--- src/rtl/rtot_defines.svh ---
// register offsets, field positions, reset values and timing counts of the totalizer
`ifndef RTOT_DEFINES_SVH
`define RTOT_DEFINES_SVH
`define RTOT_OFS_CTRL 8'h00
`define RTOT_OFS_INPUT 8'h04
`define RTOT_OFS_THRESH 8'h08
`define RTOT_OFS_TOTAL 8'h0c
`define RTOT_OFS_STATUS 8'h10
`define RTOT_OFS_INT_STAT 8'h14
`define RTOT_OFS_INT_MASK 8'h18
`define RTOT_OFS_SCALE 8'h1c
`define RTOT_CTRL_RUN 0
`define RTOT_CTRL_FREEZE 1
`define RTOT_CTRL_CLEAR 2
`define RTOT_CTRL_BAD 3
`define RTOT_CTRL_DP_LO 4
`define RTOT_CTRL_DP_HI 6
`define RTOT_DP_MAX 3'h4
`define RTOT_CTRL_RESET 32'h0000_0000
`define RTOT_SCALE_RESET 32'h3f80_0000
`define RTOT_FP_MAX_POS 32'h7f7f_ffff
`define RTOT_FP_MAX_NEG 32'hff7f_ffff
`define RTOT_FP_ZERO 32'h0000_0000
`define RTOT_TICK_NS 100000
`define RTOT_CLK_NS 100
`define RTOT_TICK_CYCLES (`RTOT_TICK_NS / `RTOT_CLK_NS)
`define RTOT_INT_ALARM 0
`define RTOT_INT_SAT 1
`define RTOT_INT_BAD 2
`endif

--- src/rtl/rtot_pkg.sv ---
// types shared by the totalizer modules
package rtot_pkg;
    typedef enum logic [1:0] {
        RTOT_IDLE = 2'b00,
        RTOT_MUL = 2'b01,
        RTOT_ADD = 2'b10,
        RTOT_DONE = 2'b11
    } rtot_step_e;
    typedef logic [31:0] rtot_word_t;
endpackage : rtot_pkg

--- src/rtl/rtot_fp_if.sv ---
// interface carrying one float operation between the totalizer and its arithmetic unit
`timescale 1ns/10ps
interface rtot_fp_if;
    logic [31:0] a;
    logic [31:0] b;
    logic mul;
    logic [31:0] res;
    logic ovf;
    modport user (output a, output b, output mul, input res, input ovf);
    modport unit (input a, input b, input mul, output res, output ovf);
endinterface : rtot_fp_if

--- src/rtl/rtot_fp_unit.sv ---
// combinational single-precision add or multiply with saturation and flush of tiny results
`timescale 1ns/10ps
`include "rtot_defines.svh"
module rtot_fp_unit
    import rtot_pkg::*;
(
    // operation
    rtot_fp_if.unit fp
);
    logic sa;
    logic sb;
    logic [7:0] ea;
    logic [7:0] eb;
    logic [23:0] ma;
    logic [23:0] mb;
    logic [47:0] prod;
    logic [9:0] ex;
    logic [25:0] sum;
    logic [23:0] sub_m;
    logic [7:0] d;
    logic s;
    logic [9:0] e;
    logic [47:0] m;
    logic ovf;
    logic [31:0] r;
    integer i;
    integer lz;
    always_comb
    begin
        sa = fp.a[31];
        sb = fp.b[31];
        ea = fp.a[30:23];
        eb = fp.b[30:23];
        ma = (ea == 8'h00) ? 24'h0 : {1'b1, fp.a[22:0]};
        mb = (eb == 8'h00) ? 24'h0 : {1'b1, fp.b[22:0]};
        prod = 48'h0;
        sum = 26'h0;
        sub_m = 24'h0;
        d = 8'h0;
        ex = 10'h0;
        s = 1'b0;
        e = 10'h0;
        m = 48'h0;
        ovf = 1'b0;
        r = 32'h0;
        lz = 0;
        if (fp.mul)
        begin
            prod = ma * mb;
            s = sa ^ sb;
            ex = {2'b00, ea} + {2'b00, eb} - 10'd127;
            if (prod[47])
            begin
                m = prod;
                e = ex + 10'd1;
            end
            else
            begin
                m = {prod[46:0], 1'b0};
                e = ex;
            end
            if (ma == 24'h0 || mb == 24'h0)
                m = 48'h0;
        end
        else
        begin
            if ({ea, ma} >= {eb, mb})
            begin
                d = ea - eb;
                sub_m = (d > 8'd25) ? 24'h0 : (mb >> d);
                sum = (sa == sb) ? {2'b00, ma} + {2'b00, sub_m} : {2'b00, ma} - {2'b00, sub_m};
                s = sa;
                e = {2'b00, ea};
            end
            else
            begin
                d = eb - ea;
                sub_m = (d > 8'd25) ? 24'h0 : (ma >> d);
                sum = (sa == sb) ? {2'b00, mb} + {2'b00, sub_m} : {2'b00, mb} - {2'b00, sub_m};
                s = sb;
                e = {2'b00, eb};
            end
            if (sum[24])
            begin
                m = {sum[24:0], 23'h0};
                e = e + 10'd1;
            end
            else
            begin
                lz = 0;
                for (i = 23; i >= 0; i = i - 1)
                    if (sum[i] && lz == 0)
                        lz = 24 - i;
                m = (lz == 0) ? 48'h0 : ({sum[23:0], 24'h0} << (lz - 1));
                e = e - 10'(lz - 1);
            end
        end
        if (m[47] == 1'b0 || e[9] || e == 10'h0)
            r = 32'h0;
        else if (e >= 10'd255)
        begin
            ovf = 1'b1;
            r = s ? `RTOT_FP_MAX_NEG : `RTOT_FP_MAX_POS;
        end
        else
            r = {s, e[7:0], m[46:24]};
    end
    assign fp.res = r;
    assign fp.ovf = ovf;
endmodule : rtot_fp_unit

--- src/rtl/rtot_alarm_cmp.sv ---
// signed float compare of total against threshold
`timescale 1ns/10ps
module rtot_alarm_cmp
    import rtot_pkg::*;
(
    // operands
    input wire logic [31:0] total,
    input wire logic [31:0] thresh,
    // result
    output logic hit
);
    logic tz;
    logic tneg;
    logic gt;
    logic lt;
    always_comb
    begin
        tz = thresh[30:0] == 31'h0;
        tneg = thresh[31];
        // signed value ordering of ieee floats via sign-adjusted keys
        gt = ({~total[31], total[31] ? ~total[30:0] : total[30:0]}
            > {~thresh[31], thresh[31] ? ~thresh[30:0] : thresh[30:0]});
        lt = ({~total[31], total[31] ? ~total[30:0] : total[30:0]}
            < {~thresh[31], thresh[31] ? ~thresh[30:0] : thresh[30:0]});
        if (tz)
            hit = 1'b0;
        else if (tneg)
            hit = lt;
        else
            hit = gt;
    end
endmodule : rtot_alarm_cmp

--- src/rtl/rtot_totalizer.sv ---
// rate totalizer with alarm, wishbone slave and interrupt
// Notes on behaviour
// - while running the total gains the integrated input each update and the alarm is checked.
// - while frozen the total stays but the alarm is still checked against it.
// - clear sets the total to zero and drops the alarm.
// - a positive threshold sets the alarm once the total is strictly above it.
// - a negative threshold sets the alarm once the total is strictly below it.
// - a zero threshold keeps the alarm off.
// - the alarm drops on clear, on loss of run, or on a threshold write.
// - the total saturates at the largest float magnitudes.
// - accumulation is float addition so tiny increments are absorbed.
// - a bad input quality stops accumulation.
// - decimal places setting 0 to 4, default 0.
// - alarm and total are read only, alarm 1 for on.
// - run, freeze and clear are one bit, 1 asserted.
// - integration only with run on and freeze off.
//
// Design decisions made here: register access over Wishbone and the register addresses.
`timescale 1ns/10ps
`include "rtot_defines.svh"
module rtot_totalizer
    import rtot_pkg::*;
#(
    parameter int TICK_CYCLES = `RTOT_TICK_CYCLES
)
(
    // clock and reset
    input wire logic clock,
    input wire logic resetn,
    // wishbone slave
    input wire logic wb_cyc_i,
    input wire logic wb_stb_i,
    input wire logic wb_we_i,
    input wire logic [7:0] wb_adr_i,
    input wire logic [3:0] wb_sel_i,
    input wire logic [31:0] wb_dat_i,
    output logic [31:0] wb_dat_o,
    output logic wb_ack_o,
    output logic wb_err_o,
    // results
    output logic [31:0] total,
    output logic alarm_flag,
    output logic irq
);
    typedef struct packed {
        logic run;
        logic freeze_control;
        logic clear;
        logic bad;
        logic [2:0] total_decimal_places;
        logic [31:0] in_value;
        logic [31:0] alarm_threshold;
        logic [31:0] scale;
        logic [31:0] total;
        logic [31:0] incr;
        logic alarm_flag;
        logic [2:0] int_stat;
        logic [2:0] int_mask;
        logic [31:0] tick_cnt;
        rtot_step_e step;
        logic ack;
        logic err;
        logic [31:0] rdata;
    } rtot_state_s;

    // state after reset
    localparam rtot_state_s ST_RESET = '{
        run: 1'b0,
        freeze_control: 1'b0,
        clear: 1'b0,
        bad: 1'b0,
        total_decimal_places: 3'h0,
        in_value: 32'h0,
        alarm_threshold: 32'h0,
        scale: `RTOT_SCALE_RESET,
        total: `RTOT_FP_ZERO,
        incr: 32'h0,
        alarm_flag: 1'b0,
        int_stat: 3'h0,
        int_mask: 3'h0,
        tick_cnt: 32'h0,
        step: RTOT_IDLE,
        ack: 1'b0,
        err: 1'b0,
        rdata: 32'h0
    };

    rtot_state_s st_reg;
    rtot_state_s st_next;
    rtot_fp_if fp ();
    logic hit;
    logic [31:0] wmask;
    logic req;
    logic wr;
    logic [2:0] ev;
    logic upd_ok;

    rtot_fp_unit u_fp (
        .fp(fp)
    );
    rtot_alarm_cmp u_cmp (
        .total(st_reg.total),
        .thresh(st_reg.alarm_threshold),
        .hit(hit)
    );

    assign fp.mul = st_reg.step == RTOT_MUL;
    assign fp.a = (st_reg.step == RTOT_MUL) ? st_reg.in_value : st_reg.total;
    assign fp.b = (st_reg.step == RTOT_MUL) ? st_reg.scale : st_reg.incr;
    assign wmask = {{8{wb_sel_i[3]}}, {8{wb_sel_i[2]}}, {8{wb_sel_i[1]}}, {8{wb_sel_i[0]}}};
    assign req = wb_cyc_i && wb_stb_i && !st_reg.ack && !st_reg.err;
    assign wr = req && wb_we_i;
    assign upd_ok = st_reg.run && !st_reg.freeze_control && !st_reg.bad && !st_reg.clear;

    always_comb
    begin
        st_next = st_reg;
        ev = 3'h0;
        st_next.ack = 1'b0;
        st_next.err = 1'b0;
        // update tick
        if (st_reg.tick_cnt >= 32'(TICK_CYCLES - 1))
            st_next.tick_cnt = 32'h0;
        else
            st_next.tick_cnt = st_reg.tick_cnt + 32'h1;
        unique case (st_reg.step)
            RTOT_IDLE:
            begin
                if (st_reg.tick_cnt == 32'h0 && upd_ok)
                    st_next.step = RTOT_MUL;
            end
            RTOT_MUL:
            begin
                st_next.incr = fp.res;
                st_next.step = RTOT_ADD;
                if (!upd_ok)
                    st_next.step = RTOT_IDLE;
            end
            RTOT_ADD:
            begin
                if (upd_ok)
                begin
                    st_next.total = fp.res;
                    if (fp.ovf)
                        ev[`RTOT_INT_SAT] = 1'b1;
                end
                st_next.step = RTOT_DONE;
            end
            RTOT_DONE:
                st_next.step = RTOT_IDLE;
        endcase
        if (st_reg.bad && st_reg.run)
            ev[`RTOT_INT_BAD] = 1'b1;
        // alarm tested while running or frozen
        if (st_reg.run && hit)
            st_next.alarm_flag = 1'b1;
        if (!st_reg.run)
            st_next.alarm_flag = 1'b0;
        if (hit && st_reg.run && !st_reg.alarm_flag)
            ev[`RTOT_INT_ALARM] = 1'b1;
        // register bus
        st_next.rdata = 32'h0;
        if (req)
        begin
            st_next.ack = 1'b1;
            unique case (wb_adr_i)
                `RTOT_OFS_CTRL:
                begin
                    st_next.rdata = {25'h0, st_reg.total_decimal_places, st_reg.bad,
                        st_reg.clear, st_reg.freeze_control, st_reg.run};
                    if (wr && wb_sel_i[0])
                    begin
                        st_next.run = wb_dat_i[`RTOT_CTRL_RUN];
                        st_next.freeze_control = wb_dat_i[`RTOT_CTRL_FREEZE];
                        st_next.clear = wb_dat_i[`RTOT_CTRL_CLEAR];
                        st_next.bad = wb_dat_i[`RTOT_CTRL_BAD];
                        if (wb_dat_i[`RTOT_CTRL_DP_HI:`RTOT_CTRL_DP_LO] <= `RTOT_DP_MAX)
                            st_next.total_decimal_places =
                                wb_dat_i[`RTOT_CTRL_DP_HI:`RTOT_CTRL_DP_LO];
                    end
                end
                `RTOT_OFS_INPUT:
                begin
                    st_next.rdata = st_reg.in_value;
                    if (wr)
                        st_next.in_value = (st_reg.in_value & ~wmask) | (wb_dat_i & wmask);
                end
                `RTOT_OFS_THRESH:
                begin
                    st_next.rdata = st_reg.alarm_threshold;
                    if (wr)
                    begin
                        st_next.alarm_threshold =
                            (st_reg.alarm_threshold & ~wmask) | (wb_dat_i & wmask);
                        st_next.alarm_flag = 1'b0;
                    end
                end
                `RTOT_OFS_TOTAL:
                    st_next.rdata = st_reg.total;
                `RTOT_OFS_STATUS:
                    st_next.rdata = {31'h0, st_reg.alarm_flag};
                `RTOT_OFS_INT_STAT:
                    st_next.rdata = {29'h0, st_reg.int_stat};
                `RTOT_OFS_INT_MASK:
                begin
                    st_next.rdata = {29'h0, st_reg.int_mask};
                    if (wr && wb_sel_i[0])
                        st_next.int_mask = wb_dat_i[2:0];
                end
                `RTOT_OFS_SCALE:
                begin
                    st_next.rdata = st_reg.scale;
                    if (wr)
                        st_next.scale = (st_reg.scale & ~wmask) | (wb_dat_i & wmask);
                end
                default:
                begin
                    st_next.ack = 1'b0;
                    st_next.err = 1'b1;
                end
            endcase
        end
        // write one to clear, new events win
        if (wr && wb_adr_i == `RTOT_OFS_INT_STAT && wb_sel_i[0])
            st_next.int_stat = st_reg.int_stat & ~wb_dat_i[2:0];
        st_next.int_stat = st_next.int_stat | ev;
        if (st_reg.clear)
        begin
            st_next.total = `RTOT_FP_ZERO;
            st_next.alarm_flag = 1'b0;
            st_next.step = RTOT_IDLE;
        end
    end

    always_ff @(posedge clock or negedge resetn)
    begin
        if (!resetn)
            st_reg <= ST_RESET;
        else
            st_reg <= st_next;
    end

    assign wb_ack_o = st_reg.ack;
    assign wb_err_o = st_reg.err;
    assign wb_dat_o = st_reg.rdata;
    assign total = st_reg.total;
    assign alarm_flag = st_reg.alarm_flag;
    assign irq = |(st_reg.int_stat & st_reg.int_mask);
endmodule : rtot_totalizer

--- config.mk ---
export PLATFORM = sky130hd
export DESIGN_NAME = rtot_totalizer
export DESIGN_NICKNAME = d
export VERILOG_FILES = /design/src/rtl/rtot_pkg.sv /design/src/rtl/rtot_fp_if.sv /design/src/rtl/rtot_fp_unit.sv /design/src/rtl/rtot_alarm_cmp.sv /design/src/rtl/rtot_totalizer.sv
export VERILOG_INCLUDE_DIRS = /design/src /design/src/rtl
export SDC_FILE = /design/constraint.sdc
export NUM_CORES = 2
export LEC_CHECK = 0
export BUFFER_PORTS_ARGS = -buffer_cell sky130_fd_sc_hd__buf_2
export CAP_MARGIN = 20
export CORE_ASPECT_RATIO = 0.8
export CORE_MARGIN = 2
export CORE_UTILIZATION = 35
export DETAILED_ROUTE_END_ITERATION = 12
export PLACE_DENSITY_LB_ADDON = 0.2
export RECOVER_POWER = 50
export SKIP_LAST_GASP = 1
export SYNTH_ARGS = -nofsm -noshare
export SYNTH_HDL_FRONTEND = slang
export SYNTH_SLANG_ARGS = --single-unit
--- constraint.sdc ---
create_clock -name clock -period 13.5 [get_ports clock]
set_input_delay 3.375 -clock clock [delete_from_list [all_inputs] [get_ports clock]]
set_output_delay 3.375 -clock clock [all_outputs]
set_load 0.05 [all_outputs]
Word-level counts from Yosys, hierarchy flattened
Index checks and enable logic that the tools add are counted.
Storage, ports and cells
  memories: 0
  memory bits (read-only): 0
  RAM bits: 0
  word-level logic and storage cells: 289
  bits of input ports: 49
  output and inout port bits: 68
  latch bits: 0
  bits in registers: 242
Operators by class
  add/subtract/negate cells: 13
  multipliers: 1
  multiplexer cells: 126
  bitwise operators: 18
  eq/ne operators: 12
  magnitude comparators: 8
  reductions and logical operators: 90
  shift-type cells: 3
  divide/modulo/power cells: 0
Operators with widths (count)
  two-way mux 32 bit: 80
  zero test 32 bit: 25
  case mux 32 bit (8 select lines): 1
  two-way mux 48 bit: 5
  bitwise AND 32 bit: 4
  two-way mux 25 bit: 4
  two-way mux 24 bit: 4
  OR 32 bit: 3
  two-way mux 31 bit: 2
  NOT 31 bit: 2
  adder 24 x 24 -> 25 bit: 2
  subtractor 24 x 24 -> 25 bit: 2
  zero test 24 bit: 2
  multiplier 24 x 24 -> 48 bit: 1
  << shifter 48 x 32 -> 48 bit: 1
  right shift 24 x 8 -> 24 bit: 2
  two-way mux 10 bit: 4
  logical AND 1 bit: 37
  two-way mux 34 bit: 1
  adder 32 x 1 -> 32 bit, second input constant: 1
  equality test 8 x 5 -> 1 bit, second input constant: 4
  greater-or-equal comparator 32 x 10 -> 1 bit, second input constant: 1
  greater-or-equal comparator 32 bit: 1
  greater-than comparator 32 bit: 1
  39 further kinds: 81

Logic depth before layout (Yosys ltp)
  word-level depth: 141
  depth in mapped cells: 74
  depth with buffers taken out: 60

Modules after synthesis
A second synthesis with hierarchy kept.
Second synthesis, totals
  cells, all modules: 5341
  area, all modules: 44585.3 µm²
By module, submodules not included
  rtot_fp_unit: cells each 4093, instances 1, area each 31970.7 µm², sequential area each 0.0 µm²
  rtot_totalizer: cells each 1085, instances 1, area each 11263.3 µm², sequential area each 6064.6 µm²
  rtot_alarm_cmp: cells each 163, instances 1, area each 1351.3 µm², sequential area each 0.0 µm²

Worst setup path after synthesis
OpenSTA, ideal clock, no wires.
  path type: reg-to-reg
  start: register st_reg[34] (netlist name)
  end: register st_reg[86] (netlist name)
  period minus slack after synthesis: 12.765 ns
  arrival: 12.630 ns
  setup slack: 0.735 ns
  cell stages (with the launch flop): 60
  library setup time: 0.136 ns
  required time: 13.364 ns
  cell sequence: dfrtp_1 nand2b_1 buf_6 buf_6 buf_6 buf_6 buf_2 buf_1 mux2i_1 inv_1 ha_1 fa_1 xor2_1 clkbuf_1 mux4_2 mux4_2 a21oi_1 a2bb2oi_1 [24 not listed] inv_1 clkbuf_1 clkbuf_1 fa_1 nor2b_1 o21ai_0 nand2b_1 a21o_1 a21o_1 a21o_1 a21oi_1 xor2_1 a31oi_1 nand3_1 o21a_1 o211ai_1 clkbuf_1 o21ai_0
Between the ends
  word-level cells in the longest chain between the ends: 137
  elaborated cells between the ends (all ways): 172
RTL lines
  start: declaration: line rtot_totalizer.sv:88  | rtot_state_s st_reg;
  start signal: assignment: line rtot_totalizer.sv:240  | st_reg <= st_next;
  equality test 2 x 1 -> 1 bit *
  parallel branches: the longest is 136 deep, another holds subtractor 24 x 24 -> 25 bit
Mark *: on every way between the ends. The select of a mux whose other input is x is not followed.
A chain may end at the register's enable or synchronous reset.

Worst setup path after layout
  start: register st_reg[35] (netlist name)
  end: register st_reg (netlist bit total[23])
Between the ends
  word-level cells in the longest chain between the ends: 140
  elaborated cells between the ends (all ways): 178
RTL lines
  parallel branches: the longest is 140 deep, another holds subtractor 24 x 24 -> 25 bit
Several ways; the timed one is not identified. The select of a mux whose other input is x is not followed.

==> metrics.txt <==
number of diodes=0; H-Tree Depth=1; CP Data Arrival Time=13.42 ns; final setup fails=0; number of port buffers=116; DR vias/cell=5.936; TritonCTS Buffers=24; area of the multi-input gates=34290 sq um; Routed Antenna Nets=0; starting density of the core=0.3519; slew at the pin closest to its max-slew limit=6.750 ns; CTS root buf=clkbuf_16; Post-DP Area=46740 sq um; max-slew violations=212; detailed placement HPWL=167.2 mm; Final Skew=0.01744 ns; area share of the largest cell type after synthesis=0.2211; Sink Count=242; TritonCTS clock tree=built; final hold vios=0; synthesis-to-finish area growth=8.999%; critical path depth=39; CP required=13.98 ns; drt first pass iters=10; post-synth top area cell=fa_1; Die Area=128400 sq um; Slowest cell on crit path=o311ai_0; row count=116; Final Cycle Share=0.9589; share of cells above drive strength 1=0.1198; GRT Resource Usage Total=0.3124; Crit path buffers/inverters=5; core area=124800 sq um; hold depth=1; IO Count=117; CP Launch Type=flip-flop; number of global-route vias before repair=39200; Post-Layout Cell Count=6985; R2R Setup Slk=0.56 ns; Longest Clk Path Bufs=3; die width=400.1 um; clock-pin transition on the worst setup and hold timing paths=0.07 ns; Design Area, Final=47870 sq um; most frequent CP cell=a21o_1; Remaining DRCs=0; reg2reg end=total[23]; run status=finished, violations left; reg2reg start=st_reg[35]; Post-synth EDFFs=0; Final Critical Period=12.94 ns; max incr delay on CP=1.08 ns; Post-Syn Area=43920 sq um; number of synthesized register bits=242; Worst Hold Endpoint=st_reg[36]; Iteration-0 DRC Markers=5376; Area contributors post-synth=fa_1, dfrtp_1, ha_1, nand2_1, inv_1; Total Routed Length=204.1 mm; Clock Latency Late Sink=0.58 ns; post-synthesis sequential area ratio=0.1381; via count=41460; Most used DFF post-synth=dfrtp_1; critical path endpoint category=flip-flop; MaxCap Viol Count=3; largest net degree at the start of global routing=116; hold path startpoint=st_reg[36]; Final nets=6190; Unique masters post-synth=109; CP max FO=57; Yosys Warn Count=0; kind of critical path=flip-flop to flip-flop; Remaining Overflow, GRT=0; # placed instances=6928; Slew Limit Headroom=-3.500; syn_area_per_cell=8.380 sq um; Min Hold Slack=0.4895 ns; hold_buf cts=0; initial antenna violation count=9; Synth Instances=5241; Hold Path Class=flip-flop to flip-flop; path depth of the worst reg2reg path=39; Storage cell area=6067 sq um; Placer Congestion=1.064; crit path from=st_reg[35]; CP delay by family, top=compound AO/OA/AOI/OAI gates; failing checks=capacitance limit, slew limit; Die Y=320.8 um; fraction of registers with async set/reset=1.000; Filler cells=13080; Fmax achieved=0.07725 GHz; first-pass GRT wire length=291.5 mm; WL per Instance=29.22 um
## Yosys cell counts, types with 97 or more instances
master    number
a21oi_1      252
clkbuf_1     165
dfrtp_1      235
fa_1         485
ha_1         340
inv_1        633
mux2_2       130
mux2i_1      101
nand2_1      734
nand3_1      105
nor2_1       493
nor3_1       102
o21ai_0      143
xnor2_1       97
## logic make-up after synthesis
group | count (synthesis) | share of synthesized area
compound gates | 988 | 0.1521
buf+inv | 956 | 0.09139
xor+xnor | 189 | 0.03786
simple gates | 1755 | 0.1788
flops | 242 | 0.1381
fa+ha+maj | 825 | 0.3179
other cells | 1 | 0.00008538
mux | 285 | 0.08378
## cell usage in the layout, fill, tap and decap left out, types with 130 or more instances in the layout
cell type  netlist  routed
buf_4           70     208
nor2_1         493     488
dfrtp_1        235     233
mux2_2         130     130
o21ai_0        143     136
a21oi_1        252     248
fa_1           485     485
nand2_1        734     733
inv_1          633     633
ha_1           340     337
## worst register-to-register path, delay by kind of cell, from the launching register on
kind,cells,cell delay [ns]
compound gates,16,4.63
simple gates,13,4.00
buf+inv,5,1.93
fa+ha+maj,3,0.98
mux,1,0.64
flops,1,0.52
xor+xnor,1,0.18
## stage by stage
| step | setup slack (ns) | TNS, ns | utilization |
|---|---|---|---|
| final | 0.5552 | 0 | 0.3835 |
| after global routing | -0.01462 | -0.01462 | 0.3835 |
| after CTS | 0.03205 | 0 | 0.3810 |
| after detailed placement | -0.1995 | -2.961 | 0.3745 |
| after global placement | -0.2563 | -2.315 | 0.3742 |
| after floorplan | 0.7348 | 0 | - |
## area by class of cell
| class | count | area share |
|---|---|---|
| well taps | 1652 | 0.04318 |
| repair buffers | 338 | 0.04631 |
| clock buffers | 33 | 0.01367 |
| multi-input cells | 4066 | 0.7163 |
| clock inverters | 10 | 0.003189 |
| inverters | 644 | 0.05062 |
| flip-flops and latches | 242 | 0.1267 |
## worst max-delay path by stage
| stage | endpoint | slack [ns] |
|---|---|---|
| 5_1_grt | total[23] | -0.01 |
| 3_5_place_dp | total[14] | -0.20 |
| 2_1_floorplan | st_reg[86] | 0.73 |
| 4_1_cts | total[19] | 0.03 |
| 6_report | total[23] | 0.56 |
| 3_3_place_gp | total[18] | -0.26 |
## layer usage
| metal | vias to the layer above | share of wire | global-route usage |
|---|---|---|---|
| li1 | 17880 | - | - |
| met1 | 21010 | 0.47 | 0.4903 |
| met2 | 2322 | 0.40 | 0.4318 |
| met3 | 238 | 0.11 | 0.06657 |
| met4 | 10 | 0.027 | 0.06450 |
| met5 | - | 0.00055 | 0 |
## timing repair
item / CTS / global route
setup endpoints to repair: 33 / 65
buffers inserted: 0 / 10
pin swaps: 0 / 8
resized for setup: 2 / 60
gates cloned: 0 / 2
Power is left out: the tool's default activity adds up to more than one toggle a clock period on the data nets, which glitch-free logic cannot reach.
